===== src/rtl/swc_defs.svh =====
`ifndef SWC_DEFS_SVH
`define SWC_DEFS_SVH
// Notes on behaviour
// - Flag high for supported address/opcode pairs.
// - Further command after nonvolatile write is invalid.
// - Clock counts not multiple of eight ignored.
// - After error ignore commands, output low.
// - Execute only after full clock count.
// - Inactive select resets interface until reactivation.
// - Valid commands may follow back to back.
// - Host keeps one command kind per select.
// - Host splits long chains into short ones.
// - Host holds select inactive when idle.
// - Write updates location after sixteen bits.
// - No write unless exactly sixteen clocks.
// - Chained writes only to volatile addresses.
// - Read: flag on seventh bit, nine bits.
// - Chained reads allowed to every location.
// - Increment is eight bits, adds one.
// - Increment/decrement elsewhere than wipers invalid.
// - Opcodes: 11 read, 00 write, 01/10 step.
// - Serial output high for first six bits.
// - Data word is msb bit plus byte.

// Memory locations.
`define SWC_ADDR_WIPER0    4'h0
`define SWC_ADDR_WIPER1    4'h1
`define SWC_ADDR_TERM0     4'h4
`define SWC_ADDR_WIPER2    4'h6
`define SWC_ADDR_WIPER3    4'h7
`define SWC_ADDR_TERM1     4'ha
// One bit per address that holds nonvolatile memory; this variant has none.
`define SWC_NV_ADDR_MASK   16'h0000

// Reset and limit values of the locations.
`define SWC_WIPER_RST      9'h080
`define SWC_TERM_RST       9'h1ff
`define SWC_WIPER_FULL     9'h100

// Bit counts inside one command.
`define SWC_CNT_DECODE     5'h06
`define SWC_CNT_FLAG       5'h06
`define SWC_CNT_MSB        5'h07
`define SWC_CNT_SHORT      5'h08
`define SWC_CNT_LONG       5'h10

// Serial clock made by the host.
`define SWC_PCLK_PERIOD_NS 25
`define SWC_SCK_PERIOD_NS  400
`define SWC_SCK_HALF_CYC   (`SWC_SCK_PERIOD_NS / 2 / `SWC_PCLK_PERIOD_NS)

// Host register offsets and fields.
`define SWC_REG_CMD        12'h000
`define SWC_REG_CFG        12'h004
`define SWC_REG_STAT       12'h008
`define SWC_CMD_LONG       16
`define SWC_CMD_HOLD       17
`define SWC_CMD_HV         18
`define SWC_CMD_RELEASE    19
`define SWC_CFG_CPOL       0
`define SWC_STAT_BUSY      0
`define SWC_STAT_HELD      1
`define SWC_STAT_CPOL      2
`endif


===== src/rtl/swc_pkg.sv =====
package swc_pkg;
  // Opcode field encodings.
  typedef enum logic [1:0] {
    SWC_OP_WRITE = 2'b00,
    SWC_OP_INC   = 2'b01,
    SWC_OP_DEC   = 2'b10,
    SWC_OP_READ  = 2'b11
  } swc_op_t;

  typedef logic [8:0] swc_word9_t;

  // Host sequencer states.
  typedef enum logic [2:0] {
    SWC_H_IDLE,
    SWC_H_SETUP,
    SWC_H_LOW,
    SWC_H_HIGH,
    SWC_H_GAP
  } swc_hstate_t;
endpackage


===== src/rtl/swc_link_if.sv =====
`timescale 1ns/100ps
// Serial link between host and device; the device releases its output
// when deselected, and the line then reads high as through a pull-up.
interface swc_link_if;
  logic cs_n;
  logic hv_sel;
  logic sck;
  logic sdi;
  logic sdo;
  logic sdo_oe;
  logic sdo_line;

  assign sdo_line = sdo_oe ? sdo : 1'b1;

  modport dev  (input cs_n, input hv_sel, input sck, input sdi, output sdo, output sdo_oe);
  modport host (output cs_n, output hv_sel, output sck, output sdi, input sdo_line);
endinterface


===== src/rtl/swc_dev.sv =====
`timescale 1ns/100ps
`include "swc_defs.svh"
module swc_dev (
  input  wire logic        pclk,
  input  wire logic        presetn,
  swc_link_if.dev          link,
  output logic [3:0][8:0]  wiper_pos_r,
  output logic [1:0][8:0]  term_ctrl_r,
  output logic             hv_active_r
);

  logic [1:0]          cs_sync_r;
  logic [1:0]          hv_sync_r;
  logic [1:0]          sck_sync_r;
  logic [1:0]          sdi_sync_r;
  logic                sck_prev_r;
  logic                act_prev_r;
  logic                act;
  logic                act_start;
  logic                sck_rise;
  logic                sck_fall;
  logic [4:0]          cnt_r;
  logic [4:0]          cnt_nxt;
  logic [15:0]         shift_r;
  logic [15:0]         shift_nxt;
  logic [3:0]          addr_r;
  swc_pkg::swc_op_t    op_r;
  logic                err_r;
  logic                nv_pend_r;
  logic                step_done;
  logic                write_done;
  logic                sdo_r;
  logic                sdo_oe_r;

  // Wiper index for addresses 0, 1, 6 and 7.
  function automatic logic [1:0] wiper_idx(input logic [3:0] a);
    wiper_idx = {a[2], a[0]};
  endfunction

  function automatic logic is_wiper(input logic [3:0] a);
    is_wiper = (a == `SWC_ADDR_WIPER0) || (a == `SWC_ADDR_WIPER1) ||
               (a == `SWC_ADDR_WIPER2) || (a == `SWC_ADDR_WIPER3);
  endfunction

  function automatic logic is_term(input logic [3:0] a);
    is_term = (a == `SWC_ADDR_TERM0) || (a == `SWC_ADDR_TERM1);
  endfunction

  function automatic logic is_nv(input logic [3:0] a);
    logic [15:0] mask;
    mask = `SWC_NV_ADDR_MASK;
    is_nv = mask[a];
  endfunction

  // Supported address/opcode pairs; stepping is only legal on wipers.
  function automatic logic cmd_ok(input logic [3:0] a, input swc_pkg::swc_op_t op);
    if (op == swc_pkg::SWC_OP_INC || op == swc_pkg::SWC_OP_DEC) begin
      cmd_ok = is_wiper(a);
    end else begin
      cmd_ok = is_wiper(a) || is_term(a) || is_nv(a);
    end
  endfunction

  // Saturating step; values above full scale freeze the wiper.
  function automatic swc_pkg::swc_word9_t step(input swc_pkg::swc_word9_t w, input logic up);
    if (up) begin
      step = (w < `SWC_WIPER_FULL) ? 9'(w + 9'h001) : w;
    end else begin
      step = (w != 9'h000 && w <= `SWC_WIPER_FULL) ? 9'(w - 9'h001) : w;
    end
  endfunction

  function automatic swc_pkg::swc_word9_t read_loc(input logic [3:0] a);
    if (is_wiper(a)) begin
      read_loc = wiper_pos_r[wiper_idx(a)];
    end else if (is_term(a)) begin
      read_loc = term_ctrl_r[a[3]];
    end else begin
      read_loc = 9'h000;
    end
  endfunction

  // Value of the serial output for bit position n of the current command.
  function automatic logic sdo_bit(input logic [4:0] n);
    swc_pkg::swc_word9_t d;
    d = read_loc(addr_r);
    if (n < `SWC_CNT_FLAG) begin
      sdo_bit = 1'b1;
    end else if (n == `SWC_CNT_FLAG) begin
      sdo_bit = 1'b1;
    end else if (op_r == swc_pkg::SWC_OP_READ && n < `SWC_CNT_LONG) begin
      sdo_bit = d[4'(5'd15 - n)];
    end else begin
      sdo_bit = 1'b1;
    end
  endfunction

  // Every link pin passes two flip-flops before any logic looks at it.
  always_ff @(posedge pclk or negedge presetn) begin
    if (!presetn) begin
      cs_sync_r  <= 2'h3;
      hv_sync_r  <= 2'h0;
      sck_sync_r <= 2'h0;
      sdi_sync_r <= 2'h0;
    end else begin
      cs_sync_r  <= {cs_sync_r[0], link.cs_n};
      hv_sync_r  <= {hv_sync_r[0], link.hv_sel};
      sck_sync_r <= {sck_sync_r[0], link.sck};
      sdi_sync_r <= {sdi_sync_r[0], link.sdi};
    end
  end

  // Edge history of the synchronised clock and select.
  always_ff @(posedge pclk or negedge presetn) begin
    if (!presetn) begin
      sck_prev_r <= 1'b0;
      act_prev_r <= 1'b0;
    end else begin
      sck_prev_r <= sck_sync_r[1];
      act_prev_r <= act;
    end
  end

  // Select counts as active at the normal low level or the high-voltage level.
  assign act       = !cs_sync_r[1] || hv_sync_r[1];
  assign act_start = act && !act_prev_r;
  assign sck_rise  = act && !act_start && sck_sync_r[1] && !sck_prev_r;
  assign sck_fall  = act && !act_start && !sck_sync_r[1] && sck_prev_r;
  assign cnt_nxt   = 5'(cnt_r + 5'h01);
  assign shift_nxt = {shift_r[14:0], sdi_sync_r[1]};

  // Completion of a command; nothing short of its full count executes.
  assign step_done  = sck_rise && !err_r && cnt_nxt == `SWC_CNT_SHORT &&
                      (op_r == swc_pkg::SWC_OP_INC || op_r == swc_pkg::SWC_OP_DEC);
  assign write_done = sck_rise && !err_r && cnt_nxt == `SWC_CNT_LONG &&
                      op_r == swc_pkg::SWC_OP_WRITE;

  // Bit counter, shifter and command decode. A release of select in the
  // middle of a command simply drops the partial bits.
  always_ff @(posedge pclk or negedge presetn) begin
    if (!presetn) begin
      cnt_r     <= 5'h00;
      shift_r   <= 16'h0000;
      addr_r    <= 4'h0;
      op_r      <= swc_pkg::SWC_OP_WRITE;
      err_r     <= 1'b0;
      nv_pend_r <= 1'b0;
    end else if (!act || act_start) begin
      cnt_r     <= 5'h00;
      err_r     <= 1'b0;
      nv_pend_r <= 1'b0;
    end else if (sck_rise && !err_r) begin
      shift_r <= shift_nxt;
      if (cnt_nxt == `SWC_CNT_DECODE) begin
        addr_r <= shift_nxt[5:2];
        op_r   <= swc_pkg::swc_op_t'(shift_nxt[1:0]);
        cnt_r  <= cnt_nxt;
        if (!cmd_ok(shift_nxt[5:2], swc_pkg::swc_op_t'(shift_nxt[1:0])) || nv_pend_r) begin
          err_r <= 1'b1;
        end
      end else if (step_done || cnt_nxt == `SWC_CNT_LONG) begin
        cnt_r <= 5'h00;
        if (write_done && is_nv(addr_r)) begin
          nv_pend_r <= 1'b1;
        end
      end else begin
        cnt_r <= cnt_nxt;
      end
    end
  end

  // Wiper registers: written after sixteen bits, stepped after eight.
  always_ff @(posedge pclk or negedge presetn) begin
    if (!presetn) begin
      wiper_pos_r <= {4{`SWC_WIPER_RST}};
    end else if (write_done && is_wiper(addr_r)) begin
      wiper_pos_r[wiper_idx(addr_r)] <= shift_nxt[8:0];
    end else if (step_done) begin
      wiper_pos_r[wiper_idx(addr_r)] <=
        step(wiper_pos_r[wiper_idx(addr_r)], op_r == swc_pkg::SWC_OP_INC);
    end
  end

  // Terminal control registers take writes only.
  always_ff @(posedge pclk or negedge presetn) begin
    if (!presetn) begin
      term_ctrl_r <= {2{`SWC_TERM_RST}};
    end else if (write_done && is_term(addr_r)) begin
      term_ctrl_r[addr_r[3]] <= shift_nxt[8:0];
    end
  end

  // Serial output changes only on falling clock edges, so the host sees it
  // stable at its sampling edge; after an error it stays low.
  always_ff @(posedge pclk or negedge presetn) begin
    if (!presetn) begin
      sdo_r    <= 1'b1;
      sdo_oe_r <= 1'b0;
    end else if (!act) begin
      sdo_r    <= 1'b1;
      sdo_oe_r <= 1'b0;
    end else if (act_start) begin
      sdo_r    <= 1'b1;
      sdo_oe_r <= 1'b1;
    end else if (sck_fall) begin
      sdo_r <= err_r ? 1'b0 : sdo_bit(cnt_r);
    end
  end

  // Records whether the current select period opened at the high-voltage level.
  always_ff @(posedge pclk or negedge presetn) begin
    if (!presetn) begin
      hv_active_r <= 1'b0;
    end else if (act_start) begin
      hv_active_r <= hv_sync_r[1];
    end else if (!act) begin
      hv_active_r <= 1'b0;
    end
  end

  assign link.sdo    = sdo_r;
  assign link.sdo_oe = sdo_oe_r;

endmodule


===== src/flat_wrapper.sv =====
// flat-port wrapper written by rule: the top's interface ports become plain ports
module swc_dev_flat 
  (pclk, presetn, wiper_pos_r, term_ctrl_r, hv_active_r, link_cs_n, link_hv_sel, link_sck, link_sdi, link_sdo, link_sdo_oe);
  swc_link_if link_i ();
  input  wire logic pclk;
  input  wire logic presetn;
  output logic [3:0][8:0] wiper_pos_r;
  output logic [1:0][8:0] term_ctrl_r;
  output logic hv_active_r;
  input wire logic [$bits(link_i.cs_n)-1:0] link_cs_n;
  input wire logic [$bits(link_i.hv_sel)-1:0] link_hv_sel;
  input wire logic [$bits(link_i.sck)-1:0] link_sck;
  input wire logic [$bits(link_i.sdi)-1:0] link_sdi;
  output wire logic [$bits(link_i.sdo)-1:0] link_sdo;
  output wire logic [$bits(link_i.sdo_oe)-1:0] link_sdo_oe;
  assign link_i.cs_n = link_cs_n;
  assign link_i.hv_sel = link_hv_sel;
  assign link_i.sck = link_sck;
  assign link_i.sdi = link_sdi;
  assign link_sdo = link_i.sdo;
  assign link_sdo_oe = link_i.sdo_oe;
  swc_dev u_core (.pclk(pclk), .presetn(presetn), .link(link_i), .wiper_pos_r(wiper_pos_r), .term_ctrl_r(term_ctrl_r), .hv_active_r(hv_active_r));
endmodule

===== config.mk =====
export PLATFORM = sky130hd
export DESIGN_NAME = swc_dev_flat
export DESIGN_NICKNAME = d
export VERILOG_FILES = /design/src/rtl/swc_pkg.sv /design/src/rtl/swc_link_if.sv /design/src/rtl/swc_dev.sv /design/src/flat_wrapper.sv
export VERILOG_INCLUDE_DIRS = /design/src /design/src/rtl
export SDC_FILE = /design/constraint.sdc
export NUM_CORES = 1
export LEC_CHECK = 0
export ABC_AREA = 1
export BUFFER_PORTS_ARGS = -buffer_cell sky130_fd_sc_hd__buf_2
export CAP_MARGIN = 20
export CELL_PAD_IN_SITES_DETAIL_PLACEMENT = 1
export CELL_PAD_IN_SITES_GLOBAL_PLACEMENT = 1
export CORE_ASPECT_RATIO = 1.2
export CORE_MARGIN = 5
export CORE_UTILIZATION = 42
export DETAILED_ROUTE_END_ITERATION = 16
export MAX_ROUTING_LAYER = met4
export PLACE_DENSITY_LB_ADDON = 0.1
export SLEW_MARGIN = 15
export SYNTH_ARGS = -nofsm -noshare
export SYNTH_HDL_FRONTEND = slang
export SYNTH_SLANG_ARGS = --single-unit

===== constraint.sdc =====
create_clock -name pclk -period 2.6 [get_ports pclk]
set_input_delay 0.13 -clock pclk [delete_from_list [all_inputs] [get_ports pclk]]
set_output_delay 0.13 -clock pclk [all_outputs]
set_load 0.01 [all_outputs]

# --- Word level (Yosys, flattened, before mapping) ---
# Memories as Yosys holds them, arrays and structs flattened.
# Index checks and enable logic that the tools add are counted.
op_classes:
  addsub: 4
  order_cmp: 11
  n_eq_ne: 22
  muxes: 55
  n_bitwise: 1
  reduce_logical: 56
op_table:
  columns: ["operator", "count"]
  rows:
  - ["two-way mux 9 bit", 15]
  - ["bitwise mux 36 bit", 2]
  - ["two-way mux 36 bit", 2]
  - ["two-way mux 1 bit", 27]
  - ["== test 4 x 3 -> 1 bit, second input constant", 6]
  - ["two-way mux 5 bit", 4]
  - ["binary-select mux 9 bit (select 2 bit)", 1]
  - ["bitwise mux 18 bit", 1]
  - ["demux 9 bit (select 2 bit)", 1]
  - ["logical AND 1 bit", 18]
  - ["logical OR 1 bit", 16]
  - ["less-than comparator 4 x 5 -> 1 bit, second input constant", 3]
  - ["nonzero test 2 bit", 6]
  - ["== test 5 x 3 -> 1 bit, second input constant", 2]
  - ["adder 9 x 1 -> 9 bit, second input constant", 1]
  - ["demux 9 bit (select 1 bit)", 1]
  - ["<= comparator 9 bit, second input constant", 1]
  - ["less-than comparator 9 bit, second input constant", 1]
  - ["nonzero test 9 bit", 1]
  - ["subtractor 9 x 1 -> 9 bit, second input constant", 1]
  - ["== test 4 x 1 -> 1 bit, second input constant", 2]
  - ["== test 4 bit, second input constant", 2]
  - ["logical NOT 1 bit", 8]
  - ["logical NOT 4 bit", 2]
  - ["21 further kinds", 25]
totals:
  reg_bits: 88
  romBits: 32
  in_bits: 6
  out_inout_bits: 57
  elab_cells: 172
  n_memories: 2
mem_list:
  columns: ["memory", "words", "width", "read_ports", "rd_clocked_by_memory_dff", "wr", "line_no", "text"]
  rows:
  - ["(no name shown)", 16, 1, 1, 0, 0, "swc_dev.sv:52", "is_nv = mask[a];"]
  - ["(no name shown)", 16, 1, 1, 0, 0, "swc_dev.sv:52", null]

# --- Longest topological paths before layout ---
# Gate-level depths: netlist (run 1).
logic_depth:
  word_depth: 19
  depth_mapped: 18
  mapped_depth_nobuf: 17

# --- Worst setup path before layout (run 1) ---
# OpenSTA, ideal clock, no wires.
synth_path:
  path_type: "register to register"
  start: "reg u_core.addr_r[0]"
  end: "reg u_core.wiper_pos_r[27] in the netlist's numbering"
  setup_time_ns: 0.117
  t_arrival_ns: 2.113
  required_ns: 2.483
  slack_ns: 0.369
  path_stages_with_launch: 18
  path_buffers: 2
  period_less_slack_ns: 2.231
  path_cell_list: "dfrtp_1 > buf_2 > buf_2 > nand2_1 > o22ai_1 > nor2_1 > ha_1 > nand3_1 > nor2_1 > nand2_1 > nand2_1 > nand2_2 > nand2_1 > nand2_1 > nand2_1 > nand3_2 > nand3_1 > nand2_1"
synth_between:
  elab_chain_cells: 11
  word_cells_on_any_way: 31
  cone_classes: "add/sub (2); order compare (4); eq/ne (3); mux (13); reduce/logical (9)"
synth_rtl:
  columns: ["element", "line_no", "text"]
  rows:
  - ["start, declared", "swc_dev.sv:26", "logic [3:0] addr_r;"]
  - ["start signal, assigned", "swc_dev.sv:155", "addr_r <= shift_nxt[5:2];"]
  - ["binary-select mux 9 bit (select 2 bit)", "swc_dev.sv:180", "step(wiper_pos_r[wiper_idx(addr_r)], op_r == swc_pkg::SWC_OP_INC);"]
  - ["two-way mux 9 bit (not written as such)", "swc_dev.sv:180", null]
  - ["<= comparator 9 bit (no source line) / nonzero test 9 bit (equally long branches)", null, null]
  - ["logical AND 1 bit (no source line)", null, null]
  - ["two-way mux 9 bit", "swc_dev.sv:69", "step = (w != 9'h000 && w <= `SWC_WIPER_FULL) ? 9'(w - 9'h001) : w;"]
  - ["two-way mux 9 bit", "swc_dev.sv:66", "if (up) begin"]
  - ["two-way mux 9 bit", "swc_dev.sv:178", "end else if (step_done) begin"]
  - ["two-way mux 9 bit", "swc_dev.sv:176", "end else if (write_done && is_wiper(addr_r)) begin"]
  - ["bitwise mux 36 bit", "swc_dev.sv:179", "wiper_pos_r[wiper_idx(addr_r)] <="]
  - ["two-way mux 36 bit", "swc_dev.sv:178", null]
  - ["two-way mux 36 bit", "swc_dev.sv:176", null]
  - ["end signal, assigned", "swc_dev.sv:175", "wiper_pos_r <= {4{`SWC_WIPER_RST}};"]
  - ["end signal, assigned by index", "swc_dev.sv:177", "wiper_pos_r[wiper_idx(addr_r)] <= shift_nxt[8:0];"]
  - ["end signal, assigned by index", "swc_dev.sv:179", null]
  - ["end, declared", "swc_dev.sv:7", "output logic [3:0][8:0] wiper_pos_r,"]
# Parallel ways exist; a longest one is shown, timed or not. The select of a mux whose other input is x is not followed.
# A chain may end at the register's enable or synchronous reset.

# --- Worst setup path after layout (run 1) ---
layout_path:
  start: "reg u_core.cnt_r[1]"
  end: "reg u_core.wiper_pos_r[8] in the netlist's numbering"
layout_between:
  elab_chain_cells: 6
  word_cells_on_any_way: 10
  cone_classes: "add/sub (1); eq/ne (2); mux (1); reduce/logical (6)"
layout_rtl:
  columns: ["element", "line_no", "text"]
  rows:
  - ["start, declared", "swc_dev.sv:22", "logic [4:0] cnt_r;"]
  - ["start signal, assigned", "swc_dev.sv:157", "cnt_r <= cnt_nxt;"]
  - ["start signal, assigned", "swc_dev.sv:167", "cnt_r <= cnt_nxt;"]
  - ["adder 5 x 1 -> 5 bit (*)", "swc_dev.sv:129", "assign cnt_nxt = 5'(cnt_r + 5'h01);"]
  - ["== test 5 bit (no source line)", null, null]
  - ["logical AND 1 bit (no source line)", null, null]
  - ["logical AND 1 bit", "swc_dev.sv:135", "assign write_done = sck_rise && !err_r && cnt_nxt == `SWC_CNT_LONG &&"]
  - ["logical AND 1 bit", "swc_dev.sv:176", null]
  - ["two-way mux 36 bit / nonzero test 2 bit (equally long branches)", null, null]
# Every way passes the cells marked *; elsewhere a longest branch is shown, timed or not.

==> results of run 1 <==
-- final timing paths --
path	endpoint	slack, ps	depth (start not counted)
max	u_core.wiper_pos_r[8]	190	11
min	u_core.wiper_pos_r[0]	230	2
max reg2reg	u_core.wiper_pos_r[8]	190	11
min reg2reg	u_core.sdi_sync_r[1]	350	0
max in group asynchronous	u_core.term_ctrl_r[17]	1750	3
min in group pclk	u_core.sdi_sync_r[1]	350	0
-- registers in the layout, summed over array words and instances (netlist names) --
name and cells:
u_core.wiper_pos_r 36, u_core.op_r 2, u_core.sck_prev_r 1, u_core.shift_r 8, u_core.act_prev_r 1, u_core.link.sdo_oe 1
u_core.hv_sync_r 2, u_core.cs_sync_r 2, u_core.err_r 1, u_core.nv_pend_r 1, u_core.link.sdo 1, u_core.hv_active_r 1
u_core.term_ctrl_r 18, u_core.cnt_r 5, u_core.sck_sync_r 2, u_core.addr_r 4, u_core.sdi_sync_r 2
-- routing by layer --
layer  GRT usage  wire length [um]  vias up
li1            -                 -     2198
met1      0.2853              6332     2255
met2      0.4251              7882       73
met3     0.03150               502       17
met4     0.05192               150        0
met5           -                 0        -
-- area by class of cell --
class                      count  area [um^2]  area share
clock buffer                  10        229.0     0.03972
clock inverter                 6        90.09     0.01563
inverter                      63        239.0     0.04146
multi-input combinational    466         2235      0.3877
sequential                    88         2236      0.3879
tap                          132        165.2     0.02865
timing repair buffer          92        570.5     0.09898
-- Yosys cell counts, drive strengths merged --
master / instances / area share
a21oi: 13 / 0.015
xor2: 2 / 0.0037
nand3: 72 / 0.086
dfrtp: 63 / 0.33
o311ai: 1 / 0.0018
dfstp: 25 / 0.14
a22oi: 1 / 0.0016
ha: 8 / 0.021
o32ai: 2 / 0.0037
clkinv: 1 / 0.00079
buf: 9 / 0.013
or2: 1 / 0.0013
nand4: 4 / 0.0066
o22ai: 7 / 0.0092
inv: 62 / 0.050
xnor2: 1 / 0.0018
nand2: 232 / 0.19
nor3b: 1 / 0.0026
o21ai: 51 / 0.054
nor4b: 1 / 0.0018
o211ai: 2 / 0.0032
nor2: 66 / 0.062
clkbuf: 6 / 0.0048
nor3: 1 / 0.0011
-- layout by cell type (no fill, tap or decap), types with 2 or more instances in the layout --
| master | instances |
|---|---|
| nand3_2 | 9 |
| nor2_1 | 51 |
| o21ai_1 | 3 |
| dfstp_2 | 25 |
| o32ai_1 | 2 |
| ha_1 | 7 |
| dfrtp_2 | 2 |
| clkbuf_16 | 9 |
| inv_2 | 10 |
| o21ai_0 | 48 |
| buf_2 | 61 |
| o211ai_1 | 2 |
| nand4_1 | 3 |
| o22ai_1 | 7 |
| nand2_1 | 226 |
| buf_4 | 25 |
| nand2_2 | 5 |
| inv_1 | 51 |
| nor2_4 | 6 |
| nor2_2 | 9 |
| inv_6 | 2 |
| a21oi_1 | 12 |
| dfrtp_1 | 61 |
| nand3_1 | 63 |
| bufinv_16 | 2 |
| xor2_1 | 2 |
| dlygate4sd3_1 | 5 |
-- stage by stage --
step                      setup WS (ps)  total power, W  cells  TNS [ps]
after floorplan                   369.2        0.001583    632         0
after global placement            232.1        0.001688    833         0
after detailed placement          135.1        0.001698    833         0
after CTS                         54.12        0.003125    854         0
after global routing             -8.589        0.003229    857    -8.589
final                             192.1        0.003098    857         0
-- cell families after synthesis --
kind of cell,after synthesis
flops,88
simple gates,378
buf+inv,78
fa+ha+maj,8
xor+xnor,3
compound gates,77
-- what timing repair did --
| item | in CTS | in global routing |
|---|---|---|
| setup buffers | 0 | 2 |
| endpoints found under the setup margin | 0 | 34 |
| hold buffers | 5 | 0 |
| gates resized for setup | 0 | 16 |
| endpoints found under the hold margin | 9 | 0 |
-- power groups by stage --
| stage | registers (W) | clock network [W] | logic (W) |
|---|---|---|---|
| final | 0.00146 | 0.00141 | 0.000222 |
| after global routing | 0.00147 | 0.00150 | 0.000254 |
| after CTS | 0.00146 | 0.00144 | 0.000219 |
| after detailed placement | 0.00149 | 0 | 0.000211 |
| after global placement | 0.00148 | 0 | 0.000205 |
| after floorplan | 0.00147 | 0 | 0.000108 |
==> results.md, run 1 <==
- Initial DRC Count: 192
- Slew Viols, Final: 0
- # fillers: 1402
- ANT cells: 0
- Gate power share: 0.072
- Final wirelength: 14870 um
- Design area: 5764 um^2
- Crit-path max FO: 8
- CP Class: reg -> reg
- Clk Latency, worst-skew pair: 340 ps
- IR Drop Worst-Case VDD: 0.3350 mV
- Xor-xnor portion of the synthesized cell area: 0.005542
- Placeable Area: 11040 um^2
- Clock tree sinks: 88
- Worst Path Arrival: 2660 ps
- Max Freq: 0.4153 GHz
- Initial antenna violation count: 0
- Vias in the first global route: 4854
- Critical path's slowest cell: dfrtp_1
- Static leakage: 3.074 nW
- Placer Congestion: 0.8793
- Syn Std Cell Area: 4741 um^2
- Worst path max stage delay: 430 ps
- Clk slew on worst S/H paths: 70 ps
- Post-synthesis sequential area ratio: 0.4711
- Largest net degree at the start of global routing: 79
- Final Hold Viols: 0
- Max Cap Viol: 0
- Drt wl/cell: 17.35 um
- H-tree depth: 3
- Via count: 4543
- Multiplexer share of the synthesized area: 0
- Dpl cell area: 5301 um^2
- Synth-to-Final Area Change: 21.59%
- Synth Instances: 632
- Die Y-Extent: 126.4 um
- Net Count, Synth: 646
- Slew margin rel.: 0.5945
- DRT Pass-1 Iters: 4
- P_sw: 0.0007685 W
- Status: finished clean
- Initial core utilization: 0.4296
- Clock power frac: 0.456
- Most used cell, CP: nand3_1
- Yosys cell types: 36
- Layout Nets: 734
- Proportion of layout cells with a drive suffix above 1: 0.2441
- Period Utilization, post-route: 0.9261
- Fin crit period: 2408 ps
- Final design utilization: 0.5223
- Final clock skew: 8.164 ps
- Die Area: 13520 um^2
- Simple logic cell fraction of the synthesized area: 0.3465
- Area fraction in compound gates after synthesis: 0.08789
- Critical path startpoint category: register
- Synth Area in Adders: 0.02111
- TritonCTS Buffers: 9
- CTS tree: yes
- Critical Path RT: 2850 ps
- Site row count: 42
- Vias/cell: 5.301
- GR Util All Layers: 0.2377
- Hold WC Path Type: in -> async
- Worst setup startpoint: u_core.cnt_r[1]
- Top Family by Delay on Critical Path: simple AND/OR/NAND/NOR gates
- Post-DRT Antenna Nets: 0
- Mean area per synthesized cell: 7.501 um^2
- Internal power: 0.002330 W
- Worst setup EP type: register
- Power Dens Cells: 537.5 nW/um^2
- Net Sw Frac: 0.2480
- Seq cells post-synth: 88
- Worst R2R Start: u_core.cnt_r[1]
- Worst path buffer plus inverter count: 2
- Endpoints failing setup: 0
- First-pass GRT wire length: 24830 um
- Main combinational cell family by area after synthesis: simple AND/OR/NAND/NOR gates
- Die X: 107.0 um
- CTS Root Cell: clkbuf_16
- Maximum clock path buffer count: 2
- Slew @ Worst Pin: 601.8 ps
- Io pins: 63
- Crit-path cells: ha_1, nand3_1, xor2_1, inv_2, nand2_1, nor3b_2, nand2_1, buf_4, nand3_1, nand3_1, o21ai_0
- Post-DP HPWL: 10820 um
- Port buffer count: 62
- Seq pwr share: 0.473
- Synth warn: 0
- Drc violations: 0
- GRT overflow: 0
- Min Hold Slack: 225.1 ps
(Power assumes the default switching activity.)
==> inputs of run 2 (changes only) <==
- RECOVER_POWER: not set -> 50
==> run 2 against run 1 <==
Effect of this change:
- clock skew barely moved
- sequential power barely moved
- critical path depth stayed put
- via count fell by 0.33%
- first-iteration DRC count shrank 2.6%
- worst setup slack about the same
- routed wire length rose by 0.23%
- non-clock buffer count is the same
- power about the same
- largest power group unchanged
==> results.md, run 2 (synthesis results as in run 1) <==
- Final wirelength: 14900 um
- CP Class: reg -> reg
- Static leakage: 2.994 nW
- Crit-path max FO: 8
- Biggest regs: u_core.wiper_pos_r x36, u_core.term_ctrl_r x18, u_core.shift_r x8
- Most flops, register: u_core.wiper_pos_r
- Final design utilization: 0.5197
- Max Freq: 0.4152 GHz
- TritonCTS Buffers: 9
- Slew @ Worst Pin: 1367 ps
- Register Area: 2236 um^2
- Worst R2R Start: u_core.cnt_r[1]
- Most common cell after layout, fill and taps aside: nand2_1
- Die Y-Extent: 126.4 um
- Drt wl/cell: 17.39 um
- Multi-input gate area: 2235 um^2
- Clock tree sinks: 88
- Fin crit period: 2408 ps
- Post-DP HPWL: 10820 um
- Endpoints failing setup: 0
- Maximum clock path buffer count: 2
- Layout Nets: 734
- CTS tree: yes
- Design area: 5736 um^2
- Placeable Area: 11040 um^2
- Die Area: 13520 um^2
- IR Drop Worst-Case VDD: 0.3349 mV
- H-tree depth: 3
- Largest net degree at the start of global routing: 79
- Critical Path RT: 2850 ps
- Status: finished clean
- Power Dens Cells: 540.0 nW/um^2
- DRT Pass-1 Iters: 4
- GRT overflow: 0
- Initial DRC Count: 187
- Hold_sp: u_core.sdi_sync_r[0]
- Io pins: 63
- Max reg flops: 36
- Site row count: 42
- Placer Congestion: 0.8793
- Synth-to-Final Area Change: 20.98%
- Clk slew on worst S/H paths: 70 ps
- Final clock skew: 8.045 ps
- DP Cell Count: 833
- First-pass GRT wire length: 24830 um
- Finished Layout Cells: 857
- Hold Crit Depth: 0
- Proportion of layout cells with a drive suffix above 1: 0.2179
- Initial core utilization: 0.4296
- FF-to-FF End: u_core.wiper_pos_r[8]
- Worst Path Arrival: 2660 ps
- Port buffer count: 62
- Worst R2R Setup Slack: 190 ps
- Critical path startpoint category: register
- Slew margin rel.: 0.08893
- Vias/cell: 5.284
- Via count: 4528
- # fillers: 1412
- Final Hold Viols: 0
- ANT cells: 0
- Hold WC Path Type: reg -> reg
- Period Utilization, post-route: 0.9262
- CTS Root Cell: clkbuf_16
- Max Cap Viol: 0
- Die X: 107.0 um
- Reg2Reg Depth: 11
- Post-DRT Antenna Nets: 0
- Dpl cell area: 5301 um^2
- Clk Latency, worst-skew pair: 340 ps
- GR Util All Layers: 0.2377
- Initial antenna violation count: 0
- Drc violations: 0
- Hold EP: u_core.sdi_sync_r[1]
- Slew Viols, Final: 0
- Vias in the first global route: 4854
- Most frequent cells in the layout: 226 x nand2_1, 63 x nand3_1, 61 x dfrtp_1
- Worst setup EP type: register
## run 2: area by class of cell
cell class,count,area share
Clock buffer,10,0.03992
Clock inverter,6,0.01571
Inverter,63,0.04167
Multi-Input combinational cell,466,0.3896
Sequential cell,88,0.3898
Tap cell,132,0.02880
Timing Repair Buffer,92,0.09446
## run 2: metrics by stage
step	hold WS (ps)	worst slack [ps]	TNS [ps]	power, W
after floorplan	-165.6	369.2	0	0.001583
after global placement	236.2	232.1	0	0.001688
after detailed placement	236.9	135.1	0	0.001698
after CTS	352.0	54.12	0	0.003125
after global routing	359.3	-8.589	-8.589	0.003227
final	350.4	191.8	0	0.003097
## run 2: worst max-delay path, cell delays in order, from the launching register on
cell and delay [ps]:
dfrtp_1 430, ha_1 250, nand3_1 130, xor2_1 200, inv_2 90, nand2_1 80
nor3b_2 270, nand2_1 270, buf_4 240, nand3_1 180, nand3_1 90, o21ai_0 90
## run 2: report_power, final
| part | internal (W) | switching, W | leakage, nW |
|---|---|---|---|
| clock | 0.000848 | 0.000564 | 0.153 |
| combinational | 0.0000594 | 0.000160 | 1.73 |
| sequential | 0.00142 | 0.0000453 | 1.11 |
| total | 0.00233 | 0.000770 | 2.99 |
## run 2: how the worst max path moves through the flow
stage	startpoint	end	slack, ps
global route	u_core.addr_r[2]	u_core.wiper_pos_r[0]	-9
finish	u_core.cnt_r[1]	u_core.wiper_pos_r[8]	190
detailed placement	u_core.cnt_r[1]	u_core.wiper_pos_r[21]	140
CTS	u_core.addr_r[0]	u_core.wiper_pos_r[0]	50
global placement	u_core.cnt_r[1]	u_core.addr_r[2]	230
floorplan	u_core.addr_r[0]	u_core.wiper_pos_r[27]	370
## run 2: layer usage
layer | vias to the layer above | global-route usage | part of all wire | wire (um)
met4 | 0 | 0.05192 | 0.0098 | 146
met1 | 2250 | 0.2853 | 0.43 | 6444
met5 | - | - | 0 | 0
li1 | 2199 | - | - | -
met3 | 13 | 0.03150 | 0.027 | 406
met2 | 66 | 0.4251 | 0.53 | 7903
## run 2: repair_timing
action | CTS | global route
gates resized for setup | 0 | 16
buffers inserted | 0 | 2
hold endpoints to repair | 9 | 0
hold buffers | 5 | 0
setup endpoints to repair | 0 | 34
==> inputs of run 3 (changes only) <==
- CORE_UTILIZATION: 42 -> 38
- clock period: 2.6 -> 2.2 ns (I/O delays scaled with it)
==> run 3 against run 2 <==
Effect of this change:
- the run now ends with setup timing left
- combinational power is 26% higher
- worst hold slack worse by 3.4 ps
- clock power is 9% higher
- clock-buffer cell count is 1 higher
- largest cell class is now multi-input gates
- routed wire length is 7.1% higher
- critical endpoint is now u_core.wiper_pos_r[30]
==> results.md, run 3 (synthesis results as in run 1) <==
- Status: complete, but fails checks
- Violated checks: setup timing
- Initial antenna violation count: 0
- Die X: 112.0 um
- GRT overflow: 0
- Worst R2R Start: u_core.addr_r[2]
- Vias/cell: 5.154
- CP Class: reg -> reg
- Setup slack after layout: -50.96 ps
- Clk slew on worst S/H paths: 70 ps
- Biggest regs: u_core.wiper_pos_r x36, u_core.term_ctrl_r x18, u_core.shift_r x8
- Worst setup EP type: register
- Max Freq: 0.4443 GHz
- # fillers: 1554
- Largest net degree at the start of global routing: 57
- Initial DRC Count: 196
- Initial core utilization: 0.3897
- DRT Pass-1 Iters: 4
- Critical path startpoint category: register
- Worst Path Arrival: 2490 ps
- Period Utilization, post-route: 1.023
- Vias in the first global route: 5115
- Site row count: 44
- Placeable Area: 12170 um^2
- Sum Neg Setup Slack: -346.4 ps
- Hold WC Path Type: reg -> reg
- Slew Viols, Final: 0
- Most common cell after layout, fill and taps aside: nand2_1
- Synth-to-Final Area Change: 30.75%
- Fin crit period: 2251 ps
- Die Area: 14820 um^2
- Placer Congestion: 0.9079
- Clk Latency, worst-skew pair: 340 ps
- Die Y-Extent: 132.4 um
- Via count: 4747
- Port buffer count: 62
- Drc violations: 0
- FF-to-FF End: u_core.wiper_pos_r[30]
- Seq pwr share: 0.487
- H-tree depth: 3
- Max reg flops: 36
- ANT cells: 0
- Internal power: 0.002637 W
- Clock power frac: 0.435
- Hold EP: u_core.sdi_sync_r[1]
- Most frequent cells in the layout: 217 x nand2_1, 61 x dfrtp_1, 58 x buf_4
- Worst R2R Setup Slack: -50 ps
- Reg2Reg Depth: 17
- First-pass GRT wire length: 26030 um
- Worst slack, placed: -197.2 ps
- Finished Layout Cells: 921
- Gate power share: 0.078
- Maximum clock path buffer count: 2
- Final Hold Viols: 0
- CTS tree: yes
- Post-DP HPWL: 11370 um
- DP Cell Count: 891
- Drt wl/cell: 17.33 um
- Most flops, register: u_core.wiper_pos_r
- Unrepaired setup endpoints after global routing: true
- Hold_sp: u_core.sdi_sync_r[0]
- IR Drop Worst-Case VDD: 0.3291 mV
- Max Cap Viol: 0
- Endpoints failing setup: 18
- Post-DRT Antenna Nets: 0
- P_sw: 0.0009107 W
- Crit-path max FO: 8
- Static leakage: 3.148 nW
- Critical Path RT: 2440 ps
- TritonCTS Buffers: 9
- Slew margin rel.: 0.4318
- Final wirelength: 15960 um
- Io pins: 63
- Hold Crit Depth: 0
- Power Dens Cells: 572.4 nW/um^2
- Clock tree sinks: 88
- Final clock skew: 6.046 ps
- Layout Nets: 769
- Power, Total: 0.003548 W
- Slew @ Worst Pin: 852.3 ps
- Net Sw Frac: 0.2567
- CTS Root Cell: clkbuf_16
- Proportion of layout cells with a drive suffix above 1: 0.2855
- GR Util All Layers: 0.2245
## run 3: cell type report
type	instances	area, um^2	area share
Multi-Input combinational cell	466	2460	0.3969
Clock buffer	11	232.7	0.03755
Tap cell	161	201.4	0.03250
Inverter	63	241.5	0.03896
Timing Repair Buffer	127	769.5	0.1241
Clock inverter	5	57.56	0.009285
Sequential cell	88	2236	0.3607
## run 3: worst max-delay path by stage
stage                     slack [ps]                      to             start  depth (start not counted)
after CTS                        -40   u_core.term_ctrl_r[6]   u_core.cnt_r[1]                          9
after global routing            -170  u_core.wiper_pos_r[21]  u_core.addr_r[0]                         17
final                            -50  u_core.wiper_pos_r[30]  u_core.addr_r[2]                         17
after floorplan                    7  u_core.wiper_pos_r[27]  u_core.addr_r[0]                         17
after detailed placement        -200  u_core.wiper_pos_r[33]  u_core.addr_r[0]                         15
after global placement           -70  u_core.wiper_pos_r[22]  u_core.addr_r[0]                         15
## run 3: through the flow
step,hold slack [ps],util,area (um^2)
floorplan,-185.6,-,4743
finish,347.0,0.5095,6198
global route,359.6,0.5095,6198
CTS,257.3,0.4970,6047
detailed placement,87.56,0.4578,5570
global placement,81.74,0.4578,5570
## run 3: power groups by stage
stage | sequential [W] | combinational, W | clock, W
2_1_floorplan | 0.00174 | 0.000128 | 0
3_3_place_gp | 0.00175 | 0.000257 | 0
3_5_place_dp | 0.00175 | 0.000265 | 0
4_1_cts | 0.00173 | 0.000280 | 0.00158
5_1_grt | 0.00174 | 0.000311 | 0.00166
6_report | 0.00173 | 0.000277 | 0.00154
## run 3: what timing repair did
| action | CTS | global route |
|---|---|---|
| endpoints found under the hold margin | 27 | 0 |
| setup endpoints to repair | 37 | 56 |
| setup buffers | 6 | 3 |
| hold buffers | 5 | 0 |
| gates resized for setup | 26 | 53 |
| pin swaps | 5 | 12 |
## run 3: critical path, cell delays in order, from the launching register on
cell	delay, ps
dfrtp_2	480
nand2_2	130
inv_2	50
nand2_1	50
nand4_1	150
inv_2	120
ha_4	150
nand3_4	70
nor2_4	140
nand2_2	90
nand2_2	90
nand2_4	110
nand3_2	90
nand2_1	90
nand2_1	90
nand3_2	120
nand2_1	90
nand2_1	40
## run 3: per-layer routing
metal  wire (um)  track usage  up-vias
met2        8464       0.4000       95
li1            -            -     2263
met3         515      0.02525       25
met5           0            -        -
met1        6596       0.2587     2364
met4         381      0.08350        0
